File: config.mk
export PLATFORM = sky130hd
export DESIGN_NAME = dnl_supervisor
export DESIGN_NICKNAME = d
export VERILOG_FILES = /design/src/core/dnl_pkg.sv /design/src/core/dnl_cfg_if.sv /design/src/core/dnl_cfg_latch.sv /design/src/core/dnl_loss_timer.sv /design/src/core/dnl_supervisor.sv
export VERILOG_INCLUDE_DIRS = /design/src /design/src/core
export SDC_FILE = /design/constraint.sdc
export NUM_CORES = 1
export LEC_CHECK = 0
export ABC_CLOCK_PERIOD_IN_PS = 6800
export BUFFER_PORTS_ARGS = -buffer_cell sky130_fd_sc_hd__clkbuf_2
export CAP_MARGIN = 30
export CORE_MARGIN = 5
export CORE_UTILIZATION = 60
export DETAILED_ROUTE_END_ITERATION = 12
export PLACE_DENSITY = 0.86
export SETUP_SLACK_MARGIN = 0.02
export SLEW_MARGIN = 20
export SYNTH_ARGS = -nofsm -noshare
export SYNTH_HDL_FRONTEND = slang
export SYNTH_SLANG_ARGS = --single-unit
File: constraint.sdc
create_clock -name clk_i -period 6.8 [get_ports clk_i]
set_clock_uncertainty 0.2 [all_clocks]
set_input_delay 0.34 -clock clk_i [delete_from_list [all_inputs] [get_ports clk_i]]
set_output_delay 0.34 -clock clk_i [all_outputs]
set_load 0.02 [all_outputs]
File: src/core/dnl_consts.svh
`ifndef DNL_CONSTS_SVH
`define DNL_CONSTS_SVH
// Clock and time base
`define DNL_CLK_HZ          100000000
`define DNL_TICK_MS         100
`define DNL_TICK_CYC        (`DNL_CLK_HZ / 1000 * `DNL_TICK_MS)
`define DNL_START_MS        10
`define DNL_START_CYC       (`DNL_CLK_HZ / 1000 * `DNL_START_MS)
// Setting limits and defaults
`define DNL_FMT_MAX         4'h9
`define DNL_FMT_DEF         4'h0
`define DNL_RATE_MAX        3'h5
`define DNL_RATE_DEF        3'h3
`define DNL_ADDR_MIN        8'h01
`define DNL_ADDR_MAX        8'hF7
`define DNL_ADDR_DEF        8'h64
`define DNL_DLY_MIN         10'h001
`define DNL_DLY_MAX         10'h258
`define DNL_DLY_DEF         10'h032
`define DNL_RESP_MAX        3'h5
`define DNL_SCHEME_MAX      3'h6
`define DNL_SCHEME_DEF      3'h3
`define DNL_FAULT_CODE      8'h51
`endif

File: src/core/dnl_pkg.sv
package dnl_pkg;
  // Frame parity
  typedef enum logic [1:0]
  {
    DNL_PAR_NONE = 2'b00,
    DNL_PAR_EVEN = 2'b01,
    DNL_PAR_ODD  = 2'b10
  } dnl_parity_type;
  // Protocol family
  typedef enum logic [1:0]
  {
    DNL_PROTO_RTU  = 2'b00,
    DNL_PROTO_BAS  = 2'b01,
    DNL_PROTO_FLOOR = 2'b10
  } dnl_proto_type;
  // Link-loss responses
  typedef enum logic [2:0]
  {
    DNL_RESP_FAULT  = 3'b000,
    DNL_RESP_COAST  = 3'b001,
    DNL_RESP_STOP   = 3'b010,
    DNL_RESP_LAST   = 3'b011,
    DNL_RESP_PRESET = 3'b100,
    DNL_RESP_KEYPAD = 3'b101
  } dnl_resp_type;
  // Speed source while the link is lost
  typedef enum logic [1:0]
  {
    DNL_SPD_NET    = 2'b00,
    DNL_SPD_PRESET = 2'b01,
    DNL_SPD_KEYPAD = 2'b10
  } dnl_speed_type;
  // Run state of the start scheme
  typedef enum logic [1:0]
  {
    DNL_RUN_IDLE  = 2'b00,
    DNL_RUN_ARMED = 2'b01,
    DNL_RUN_FORWARD_INPUT   = 2'b10,
    DNL_RUN_REVERSE_INPUT   = 2'b11
  } dnl_run_type;
endpackage

File: src/core/dnl_cfg_if.sv
interface dnl_cfg_if;
  logic [3:0] frame_format_select;
  logic [2:0] serial_rate_select;
  logic [7:0] station_address;
  logic       latched;
  modport src
  (
    output frame_format_select,
    output serial_rate_select,
    output station_address,
    output latched
  );
  modport dst
  (
    input frame_format_select,
    input serial_rate_select,
    input station_address,
    input latched
  );
endinterface

File: src/core/dnl_cfg_latch.sv
`include "dnl_consts.svh"
module dnl_cfg_latch
(
  // Clock and reset
  input  wire logic       clk_i,
  input  wire logic       nrst_i,
  // Settings as stored, possibly changed since power-up
  input  wire logic [3:0] fmt_i,
  input  wire logic [2:0] rate_i,
  input  wire logic [7:0] addr_i,
  // Values captured at power-up
  dnl_cfg_if.src          cfg
);
  import dnl_pkg::*;

  ////////////////////////////////////////////////////////////////////////////
  // Capture once after reset release, hold until next power cycle
  always_ff @(posedge clk_i or negedge nrst_i)
  begin
    if (!nrst_i)
    begin
      cfg.latched             <= 1'b0;
      cfg.frame_format_select <= `DNL_FMT_DEF;
      cfg.serial_rate_select  <= `DNL_RATE_DEF;
      cfg.station_address     <= `DNL_ADDR_DEF;
    end
    else if (!cfg.latched)
    begin
      cfg.latched <= 1'b1;
      cfg.frame_format_select <= (fmt_i > `DNL_FMT_MAX) ? `DNL_FMT_DEF : fmt_i;
      cfg.serial_rate_select <=
        (rate_i > `DNL_RATE_MAX) ? `DNL_RATE_DEF : rate_i;
      cfg.station_address <=
        (addr_i < `DNL_ADDR_MIN || addr_i > `DNL_ADDR_MAX)
          ? `DNL_ADDR_DEF : addr_i;
    end
  end
endmodule

File: src/core/dnl_loss_timer.sv
`include "dnl_consts.svh"
module dnl_loss_timer
(
  // Clock and reset
  input  wire logic       clk_i,
  input  wire logic       nrst_i,
  // Link condition
  input  wire logic       loss_cond_i,
  input  wire logic       frame_ok_i,
  input  wire logic [9:0] delay_i,
  // Delay elapsed
  output logic            expired_o
);
  import dnl_pkg::*;

  logic [23:0] tick_cnt;
  logic [9:0]  tenth_cnt;
  logic [9:0]  delay_eff;

  // Out-of-range delay falls back to the default
  assign delay_eff = (delay_i < `DNL_DLY_MIN || delay_i > `DNL_DLY_MAX)
                     ? `DNL_DLY_DEF : delay_i;

  ////////////////////////////////////////////////////////////////////////////
  // Tenth-second prescaler, restarted by a valid frame
  always_ff @(posedge clk_i or negedge nrst_i)
  begin
    if (!nrst_i)
      tick_cnt <= 24'h00_0000;
    else if (frame_ok_i || !loss_cond_i || expired_o)
      tick_cnt <= 24'h00_0000;
    else if (tick_cnt == 24'(`DNL_TICK_CYC - 1))
      tick_cnt <= 24'h00_0000;
    else
      tick_cnt <= tick_cnt + 24'h00_0001;
  end

  // Tenth counter and expiry flag
  always_ff @(posedge clk_i or negedge nrst_i)
  begin
    if (!nrst_i)
    begin
      tenth_cnt <= 10'h000;
      expired_o <= 1'b0;
    end
    else if (frame_ok_i || !loss_cond_i)
    begin
      tenth_cnt <= 10'h000;
      expired_o <= 1'b0;
    end
    else if (!expired_o && tick_cnt == 24'(`DNL_TICK_CYC - 1))
    begin
      tenth_cnt <= tenth_cnt + 10'h001;
      if (tenth_cnt + 10'h001 >= delay_eff)
        expired_o <= 1'b1;
    end
  end
endmodule

File: src/core/dnl_supervisor.sv
`include "dnl_consts.svh"
module dnl_supervisor
(
  // Clock and reset
  input  wire logic                   clk_i,
  input  wire logic                   nrst_i,
  // Stored settings
  input  wire logic [3:0]             frame_format_select_i,
  input  wire logic [2:0]             serial_rate_select_i,
  input  wire logic [7:0]             station_address_i,
  input  wire logic [2:0]             link_loss_response_i,
  input  wire logic [9:0]             link_loss_delay_i,
  input  wire logic                   store_mode_select_i,
  input  wire logic [2:0]             alternate_start_scheme_i,
  // Link events from the receiver
  input  wire logic                   frame_valid_i,
  input  wire logic [7:0]             frame_addr_i,
  input  wire logic                   link_connected_i,
  input  wire logic                   error_excess_i,
  input  wire logic                   param_write_i,
  // Control source
  input  wire logic                   net_control_i,
  input  wire logic                   net_local_run_i,
  input  wire logic                   fault_clear_i,
  // Terminal pins
  input  wire logic                   term1_i,
  input  wire logic                   term2_i,
  input  wire logic                   term3_i,
  // Frame format
  output logic [1:0]                  stop_bits_o,
  output dnl_pkg::dnl_parity_type     parity_o,
  output dnl_pkg::dnl_proto_type      proto_o,
  output logic [17:0]                 baud_rate_o,
  output logic [7:0]                  active_address_o,
  output logic                        addr_match_o,
  // Link loss
  output logic                        link_loss_o,
  output logic                        link_loss_fault_o,
  output logic [7:0]                  fault_code_o,
  output dnl_pkg::dnl_speed_type      loss_speed_src_o,
  output logic                        loss_speed_hold_o,
  // Parameter write routing
  output logic                        nonvolatile_store_o,
  output logic                        ram_store_o,
  // Motor command
  output logic                        run_o,
  output logic                        reverse_o,
  output logic                        coast_stop_o,
  output logic                        ramp_stop_o,
  output logic                        ready_to_run_o,
  output logic                        function_loss_fault_o
);
  import dnl_pkg::*;

  dnl_cfg_if cfg ();
  logic        s1_t1, s1_t2, s1_t3, s1_con, s1_err;
  logic        t1, t2, t3, con, err;
  logic        t2_prev, t3_prev;
  logic        loss_cond;
  logic        frame_ok;
  logic        expired;
  logic        loss_active;
  logic [2:0]  resp;
  logic [2:0]  scheme;
  logic        alt_active;
  logic        level_mode;
  logic        t2_rise, t3_rise;
  logic        start_req;
  logic        stop_req;
  logic        coast_req;
  logic        loss_stop;
  logic        loss_coast;
  logic        func_loss;
  dnl_run_type run_state;
  dnl_run_type next_run_state;
  logic [19:0] start_cnt;
  logic        fault_hold;

  // Baud figure for a rate code
  function automatic logic [17:0] rate_baud(input logic [2:0] code);
    case (code)
      3'h0:    rate_baud = 18'h0_04B0;
      3'h1:    rate_baud = 18'h0_0960;
      3'h2:    rate_baud = 18'h0_12C0;
      3'h3:    rate_baud = 18'h0_2580;
      3'h4:    rate_baud = 18'h0_4B00;
      3'h5:    rate_baud = 18'h0_9600;
      default: rate_baud = 18'h0_2580;
    endcase
  endfunction

  // Parity for a format code
  function automatic dnl_parity_type fmt_parity(input logic [3:0] code);
    case (code)
      4'h1, 4'h4, 4'h8: fmt_parity = DNL_PAR_EVEN;
      4'h2, 4'h5, 4'h9: fmt_parity = DNL_PAR_ODD;
      default:          fmt_parity = DNL_PAR_NONE;
    endcase
  endfunction

  ////////////////////////////////////////////////////////////////////////////
  // Power-up capture of link settings
  dnl_cfg_latch u_latch
  (
    .clk_i  (clk_i),
    .nrst_i (nrst_i),
    .fmt_i  (frame_format_select_i),
    .rate_i (serial_rate_select_i),
    .addr_i (station_address_i),
    .cfg    (cfg.src)
  );

  // Frame format decode
  always_comb
  begin
    parity_o    = fmt_parity(cfg.frame_format_select);
    stop_bits_o = 2'h1;
    proto_o     = DNL_PROTO_RTU;
    if (cfg.frame_format_select >= 4'h3 && cfg.frame_format_select <= 4'h5)
      stop_bits_o = 2'h2;
    if (cfg.frame_format_select == 4'h6)
      proto_o = DNL_PROTO_BAS;
    else if (cfg.frame_format_select >= 4'h7)
      proto_o = DNL_PROTO_FLOOR;
  end

  assign baud_rate_o      = rate_baud(cfg.serial_rate_select);
  assign active_address_o = cfg.station_address;

  ////////////////////////////////////////////////////////////////////////////
  // Pin synchronisers
  always_ff @(posedge clk_i or negedge nrst_i)
  begin
    if (!nrst_i)
    begin
      {s1_t1, s1_t2, s1_t3, s1_con, s1_err} <= 5'h00;
      {t1, t2, t3, con, err}                <= 5'h00;
    end
    else
    begin
      {s1_t1, s1_t2, s1_t3, s1_con, s1_err} <=
        {term1_i, term2_i, term3_i, link_connected_i, error_excess_i};
      {t1, t2, t3, con, err} <= {s1_t1, s1_t2, s1_t3, s1_con, s1_err};
    end
  end

  ////////////////////////////////////////////////////////////////////////////
  // Address match and loss detection
  assign addr_match_o = frame_valid_i &&
                        frame_addr_i == cfg.station_address;
  assign frame_ok     = addr_match_o && cfg.latched;
  assign loss_cond    = !con || err;

  dnl_loss_timer u_timer
  (
    .clk_i       (clk_i),
    .nrst_i      (nrst_i),
    .loss_cond_i (loss_cond),
    .frame_ok_i  (frame_ok),
    .delay_i     (link_loss_delay_i),
    .expired_o   (expired)
  );

  // Response sampled when the delay ends, held for the episode
  always_ff @(posedge clk_i or negedge nrst_i)
  begin
    if (!nrst_i)
    begin
      loss_active <= 1'b0;
      resp        <= 3'h0;
    end
    else if (!expired)
      loss_active <= 1'b0;
    else if (!loss_active)
    begin
      loss_active <= 1'b1;
      resp <= (link_loss_response_i > `DNL_RESP_MAX)
              ? 3'h0 : link_loss_response_i;
    end
  end

  assign link_loss_o = loss_active;

  // Response decode
  always_comb
  begin
    loss_coast        = 1'b0;
    loss_stop         = 1'b0;
    loss_speed_hold_o = 1'b0;
    loss_speed_src_o  = DNL_SPD_NET;
    if (loss_active)
    begin
      case (resp)
        3'h0:    loss_coast = 1'b1;
        3'h1:    loss_coast = 1'b1;
        3'h2:    loss_stop  = 1'b1;
        3'h3:    loss_speed_hold_o = 1'b1;
        3'h4:
        begin
          loss_speed_hold_o = 1'b1;
          loss_speed_src_o  = DNL_SPD_PRESET;
        end
        3'h5:
        begin
          loss_speed_hold_o = 1'b1;
          loss_speed_src_o  = DNL_SPD_KEYPAD;
        end
        default: loss_coast = 1'b1;
      endcase
    end
  end

  // Faults latch until cleared; a new cause wins over the clear
  always_ff @(posedge clk_i or negedge nrst_i)
  begin
    if (!nrst_i)
    begin
      link_loss_fault_o     <= 1'b0;
      function_loss_fault_o <= 1'b0;
    end
    else
    begin
      if (loss_active && resp == 3'h0)
        link_loss_fault_o <= 1'b1;
      else if (fault_clear_i)
        link_loss_fault_o <= 1'b0;
      if (func_loss)
        function_loss_fault_o <= 1'b1;
      else if (fault_clear_i)
        function_loss_fault_o <= 1'b0;
    end
  end

  assign fault_hold   = link_loss_fault_o || function_loss_fault_o;
  assign fault_code_o = link_loss_fault_o ? `DNL_FAULT_CODE : 8'h00;

  ////////////////////////////////////////////////////////////////////////////
  // Network write routing
  assign nonvolatile_store_o = param_write_i && !store_mode_select_i;
  assign ram_store_o         = param_write_i && store_mode_select_i;

  ////////////////////////////////////////////////////////////////////////////
  // Alternate start scheme decode
  assign scheme = (alternate_start_scheme_i > `DNL_SCHEME_MAX)
                  ? `DNL_SCHEME_DEF : alternate_start_scheme_i;
  assign alt_active = net_control_i && net_local_run_i;
  assign level_mode = scheme == 3'h3 || scheme == 3'h6;
  assign t2_rise    = t2 && !t2_prev;
  assign t3_rise    = t3 && !t3_prev;

  always_ff @(posedge clk_i or negedge nrst_i)
  begin
    if (!nrst_i)
      {t2_prev, t3_prev} <= 2'b11;
    else
      {t2_prev, t3_prev} <= {t2, t3};
  end

  // Terminal roles per scheme
  always_comb
  begin
    coast_req = 1'b0;
    stop_req  = 1'b0;
    start_req = 1'b0;
    func_loss = 1'b0;
    if (alt_active)
    begin
      case (scheme)
        3'h0, 3'h5: coast_req = !t1;
        3'h1:
        begin
          stop_req  = !t1;
          start_req = t2_rise;
        end
        3'h2, 3'h4:
        begin
          coast_req = !t1;
          start_req = t2_rise || t3_rise;
        end
        3'h3:
        begin
          coast_req = !t1;
          start_req = t2 || t3;
        end
        3'h6:
        begin
          func_loss = !t1;
          coast_req = !t1 || !t3;
          start_req = t2 && t3;
        end
        default: coast_req = 1'b1;
      endcase
    end
  end

  assign coast_stop_o = coast_req || loss_coast || fault_hold;
  assign ramp_stop_o  = stop_req || loss_stop;
  assign ready_to_run_o = alt_active && scheme == 3'h4;

  // Run state machine
  always_comb
  begin
    next_run_state = run_state;
    case (run_state)
      DNL_RUN_IDLE:
        if (!coast_stop_o && !ramp_stop_o && start_req)
          next_run_state = DNL_RUN_ARMED;
      DNL_RUN_ARMED:
        if (coast_stop_o || ramp_stop_o || !alt_active)
          next_run_state = DNL_RUN_IDLE;
        else if (scheme != 3'h4 || start_cnt == 20'h0_0000)
          next_run_state = (scheme == 3'h1 ? t3 : (t3 && !t2 && !level_mode
                            || scheme == 3'h3 && t3 && !t2))
                           ? DNL_RUN_REVERSE_INPUT : DNL_RUN_FORWARD_INPUT;
      DNL_RUN_FORWARD_INPUT, DNL_RUN_REVERSE_INPUT:
        if (coast_stop_o || ramp_stop_o || !alt_active)
          next_run_state = DNL_RUN_IDLE;
        else if (scheme != 3'h1 && !t2 && !t3)
          next_run_state = DNL_RUN_IDLE;
      default: next_run_state = DNL_RUN_IDLE;
    endcase
  end

  always_ff @(posedge clk_i or negedge nrst_i)
  begin
    if (!nrst_i)
      run_state <= DNL_RUN_IDLE;
    else
      run_state <= next_run_state;
  end

  // Scheme 4 start delay counter, 4 cycles in ARMED before run
  always_ff @(posedge clk_i or negedge nrst_i)
  begin
    if (!nrst_i)
      start_cnt <= 20'h0_0000;
    else if (run_state != DNL_RUN_ARMED)
      start_cnt <= 20'h0_0003;
    else if (start_cnt != 20'h0_0000)
      start_cnt <= start_cnt - 20'h0_0001;
  end

  // Registered motor command
  always_ff @(posedge clk_i or negedge nrst_i)
  begin
    if (!nrst_i)
    begin
      run_o     <= 1'b0;
      reverse_o <= 1'b0;
    end
    else
    begin
      run_o     <= next_run_state == DNL_RUN_FORWARD_INPUT ||
                   next_run_state == DNL_RUN_REVERSE_INPUT;
      reverse_o <= next_run_state == DNL_RUN_REVERSE_INPUT;
    end
  end
endmodule

==> results.cfg <==
[clocking]
cts-buffers-inserted = 9
clk_pin_slew_ns = 0.09
clock_latency_ns = 0.36
cts_buffer_depth = 2
cts.repair.resized = 0
cts.sinks = 92
post-cts-setup-buffers = 0
ctsHoldBuffers = 12
cts_tree = done
cts_max_level = 3
root_buffer = clkbuf_8

[pwr]
power.internal_w = 0.000808
clkPwrFrac_pct = 31.9
p_switching_w = 0.000312
total_power_w = 0.00112
pwr-share-seq_pct = 53.3
pwr_density_cell_nw_per_um2 = 185
vdd_drop_max_mv = 0.122
p_comb_share_pct = 14.7
p_sw_share_pct = 27.8
leakagePower_nw = 2.87

[place]
gp_congestion = 0.831
place_inst = 753
place.port_buffers = 94
dp_hpwl_um = 8290
place_area_um2 = 5720

[timing]
grt_setup_unrepaired = no
clock.fmax_ghz = 0.352
final_max_slew_viol_count = 0
final-setup-viol-count = 0
finalCritPeriodShare_pct = 41.8
fin_tns_setup_ns = 0
slew_headroom_pct = 45.5
tightest_slew_ns = 0.797
finalHoldViolCount = 0
layout_min_cycle_time_ns = 2.84

[worst_setup_path]
ff2ff_setup_slack_ns = 3.96
critPathMaxFanout = 22
crit_type = reg2reg
crit_path_end = u_timer.tick_cnt[2]
rr_worst_depth = 5
required_ns = 6.81
rr_endpoint = u_timer.tick_cnt[2]
crit_arrival_ns = 2.85
r2r_start = u_latch.cfg.latched
cp-start-kind = flop
endpoint_kind = flop
worstSetupStartpoint = u_latch.cfg.latched

[finish]
seq_area_um2 = 2310
area_delta_synth_final_pct = 15.6
nets = 735
final_cell_area_um2 = 6060
drive_above_1_share_pct = 20.0
stdcell_count = 782
fillers = 627
multiInputGateArea_um2 = 2720
antennaDiodeCount = 0

[detailed_routing]
drc_errors = 0
avgViaCountPerCell = 5.69
postRouteAntennaNets = 0
top_layer = met4
dr_wl_met3_um = 591
vias = 4449
drtIter0Drc = 249
drtPass1Iterations = 5
dr_wl_met2_um = 5800
wl_met1_um = 4870
wire_per_inst_um = 14.5
routed_wl_um = 11400

[floorplan]
io_pins = 106
core_area_um2 = 8640
initial_core_util_pct = 60.7
rows = 34
die_x_um = 103
die_h_um = 103
fp.dieArea_um2 = 10700

[logic_synthesis]
ys_seq_area_share_pct = 44.1
synth-edff-count = 0
synth_area_leaders = dfrtp_1 41%, nor2_1 4.9%, xnor2_1 4.5%, xor2_1 4.2%, nand2_1 3.6%
synth_flop_cell = dfrtp_1
postSynthCellCount = 572
yosys.area.top_type_share_pct = 40.6
synth-seq-cells = 92
yosysMostFrequentCell = dfrtp_1
synth_common_cells = 85 x dfrtp_1, 68 x nor2_1, 50 x nand2_1
synthArstFlopShare_pct = 100
synth.yosys.warnings = 0
synth_cell_types = 64
syn-cell-area_um2 = 5240
avgSynthCellArea_um2 = 9.17
yosysTopAreaCell = dfrtp_1

[global_route]
grt_pass1_vias = 4355
overflow = 0
grt_max_degree = 71
grt_antenna_before_repair = 0
grt_pass1_wl_um = 18800
grt_use_total_pct = 21.6

[job]
maxCapViolations = 0

[outcome]
status = finished clean

[min_path]
hold_path_depth = 3
min_path_type = in2reg
==> cells in the final DEF, fill, tap and decap left out, types with 10 or more instances in the layout <==
cell type,Yosys,routed
clkbuf_2,0,93
dfrtp_1,85,85
nor2_1,68,68
nand2_1,50,50
xnor2_1,27,27
xor2_1,25,25
o21ai_0,25,25
nor3_1,25,25
nand2b_1,21,21
inv_1,18,18
a21oi_1,17,17
nand3_1,15,15
and3_1,14,14
ha_1,14,14
conb_1,2,12
dlygate4sd3_1,0,12
nand4_1,11,11
o211ai_1,10,10
==> flip-flops by register name (all words and copies together) (netlist names), 3 cells and up <==
register	cells
resp	3
u_latch.cfg.serial_rate_select	3
u_timer.tenth_cnt	10
u_latch.cfg.frame_format_select	4
start_cnt	20
u_timer.tick_cnt	24
u_latch.cfg.station_address	8
==> routing by layer <==
layer	vias up	global-route usage, %
li1	2171	-
met1	2151	26.6
met2	113	38.1
met3	14	5.37
met4	0	5.48
met5	-	0
==> through the flow <==
stage | hold WS [ns] | setup WS, ns | util (%)
CTS | 0.000172 | 3.86 | 69.7
floorplan | -0.156 | 4.22 | -
detailed placement | 0.0488 | 3.88 | 66.2
global placement | 0.0472 | 3.99 | 66.1
global route | 0.00518 | 3.63 | 70.2
finish | 0.0221 | 3.96 | 70.2
==> power groups by stage <==
| stage | Sequential [W] | Clock [W] | Combinational [W] |
|---|---|---|---|
| after floorplan | 0.000603 | 0 | 0.000102 |
| after global placement | 0.000605 | 0 | 0.000153 |
| after detailed placement | 0.000606 | 0 | 0.000159 |
| after CTS | 0.000596 | 0.000368 | 0.000164 |
| after global routing | 0.000601 | 0.000388 | 0.000183 |
| final | 0.000597 | 0.000357 | 0.000165 |
==> how the worst min path moves through the flow <==
stage	endpoint	start	slack [ns]
after CTS	u_latch.cfg.serial_rate_select[2]	serial_rate_select_i[2]	0.0002
after global routing	u_latch.cfg.station_address[4]	station_address_i[4]	0.005
final	u_latch.cfg.serial_rate_select[2]	serial_rate_select_i[2]	0.02
after floorplan	con	nrst_i	-0.16
after detailed placement	function_loss_fault_o	nrst_i	0.05
after global placement	link_loss_fault_o	nrst_i	0.05
==> cells by family after synthesis <==
group / Yosys count / share of synthesized area [%]
AO/OA/AOI/OAI: 97 / 12.6
XOR/XNOR: 52 / 8.69
adder cells (fa/ha/maj): 14 / 3.34
buffers and inverters: 52 / 5.06
flip-flops: 92 / 44.1
multiplexers: 4 / 0.811
other: 2 / 0.143
AND/OR/NAND/NOR: 259 / 25.3
==> area by class of cell <==
type | instances | area share (%)
clock inverter | 4 | 0.826
sequential | 92 | 38.1
tap | 108 | 2.23
multi-input combinational | 438 | 44.9
clock buffer | 12 | 2.23
inverter | 19 | 1.18
timing repair buffer | 109 | 10.5
==> worst max-delay path, cell delays in order, from the launching register on <==
cell and delay, ns:
dfrtp_1 0.70, clkinv_1 0.40, o41ai_1 0.44, buf_4 0.22, or3_1 0.60, nor2_1 0.12
Power figures use the tool's default switching activity.
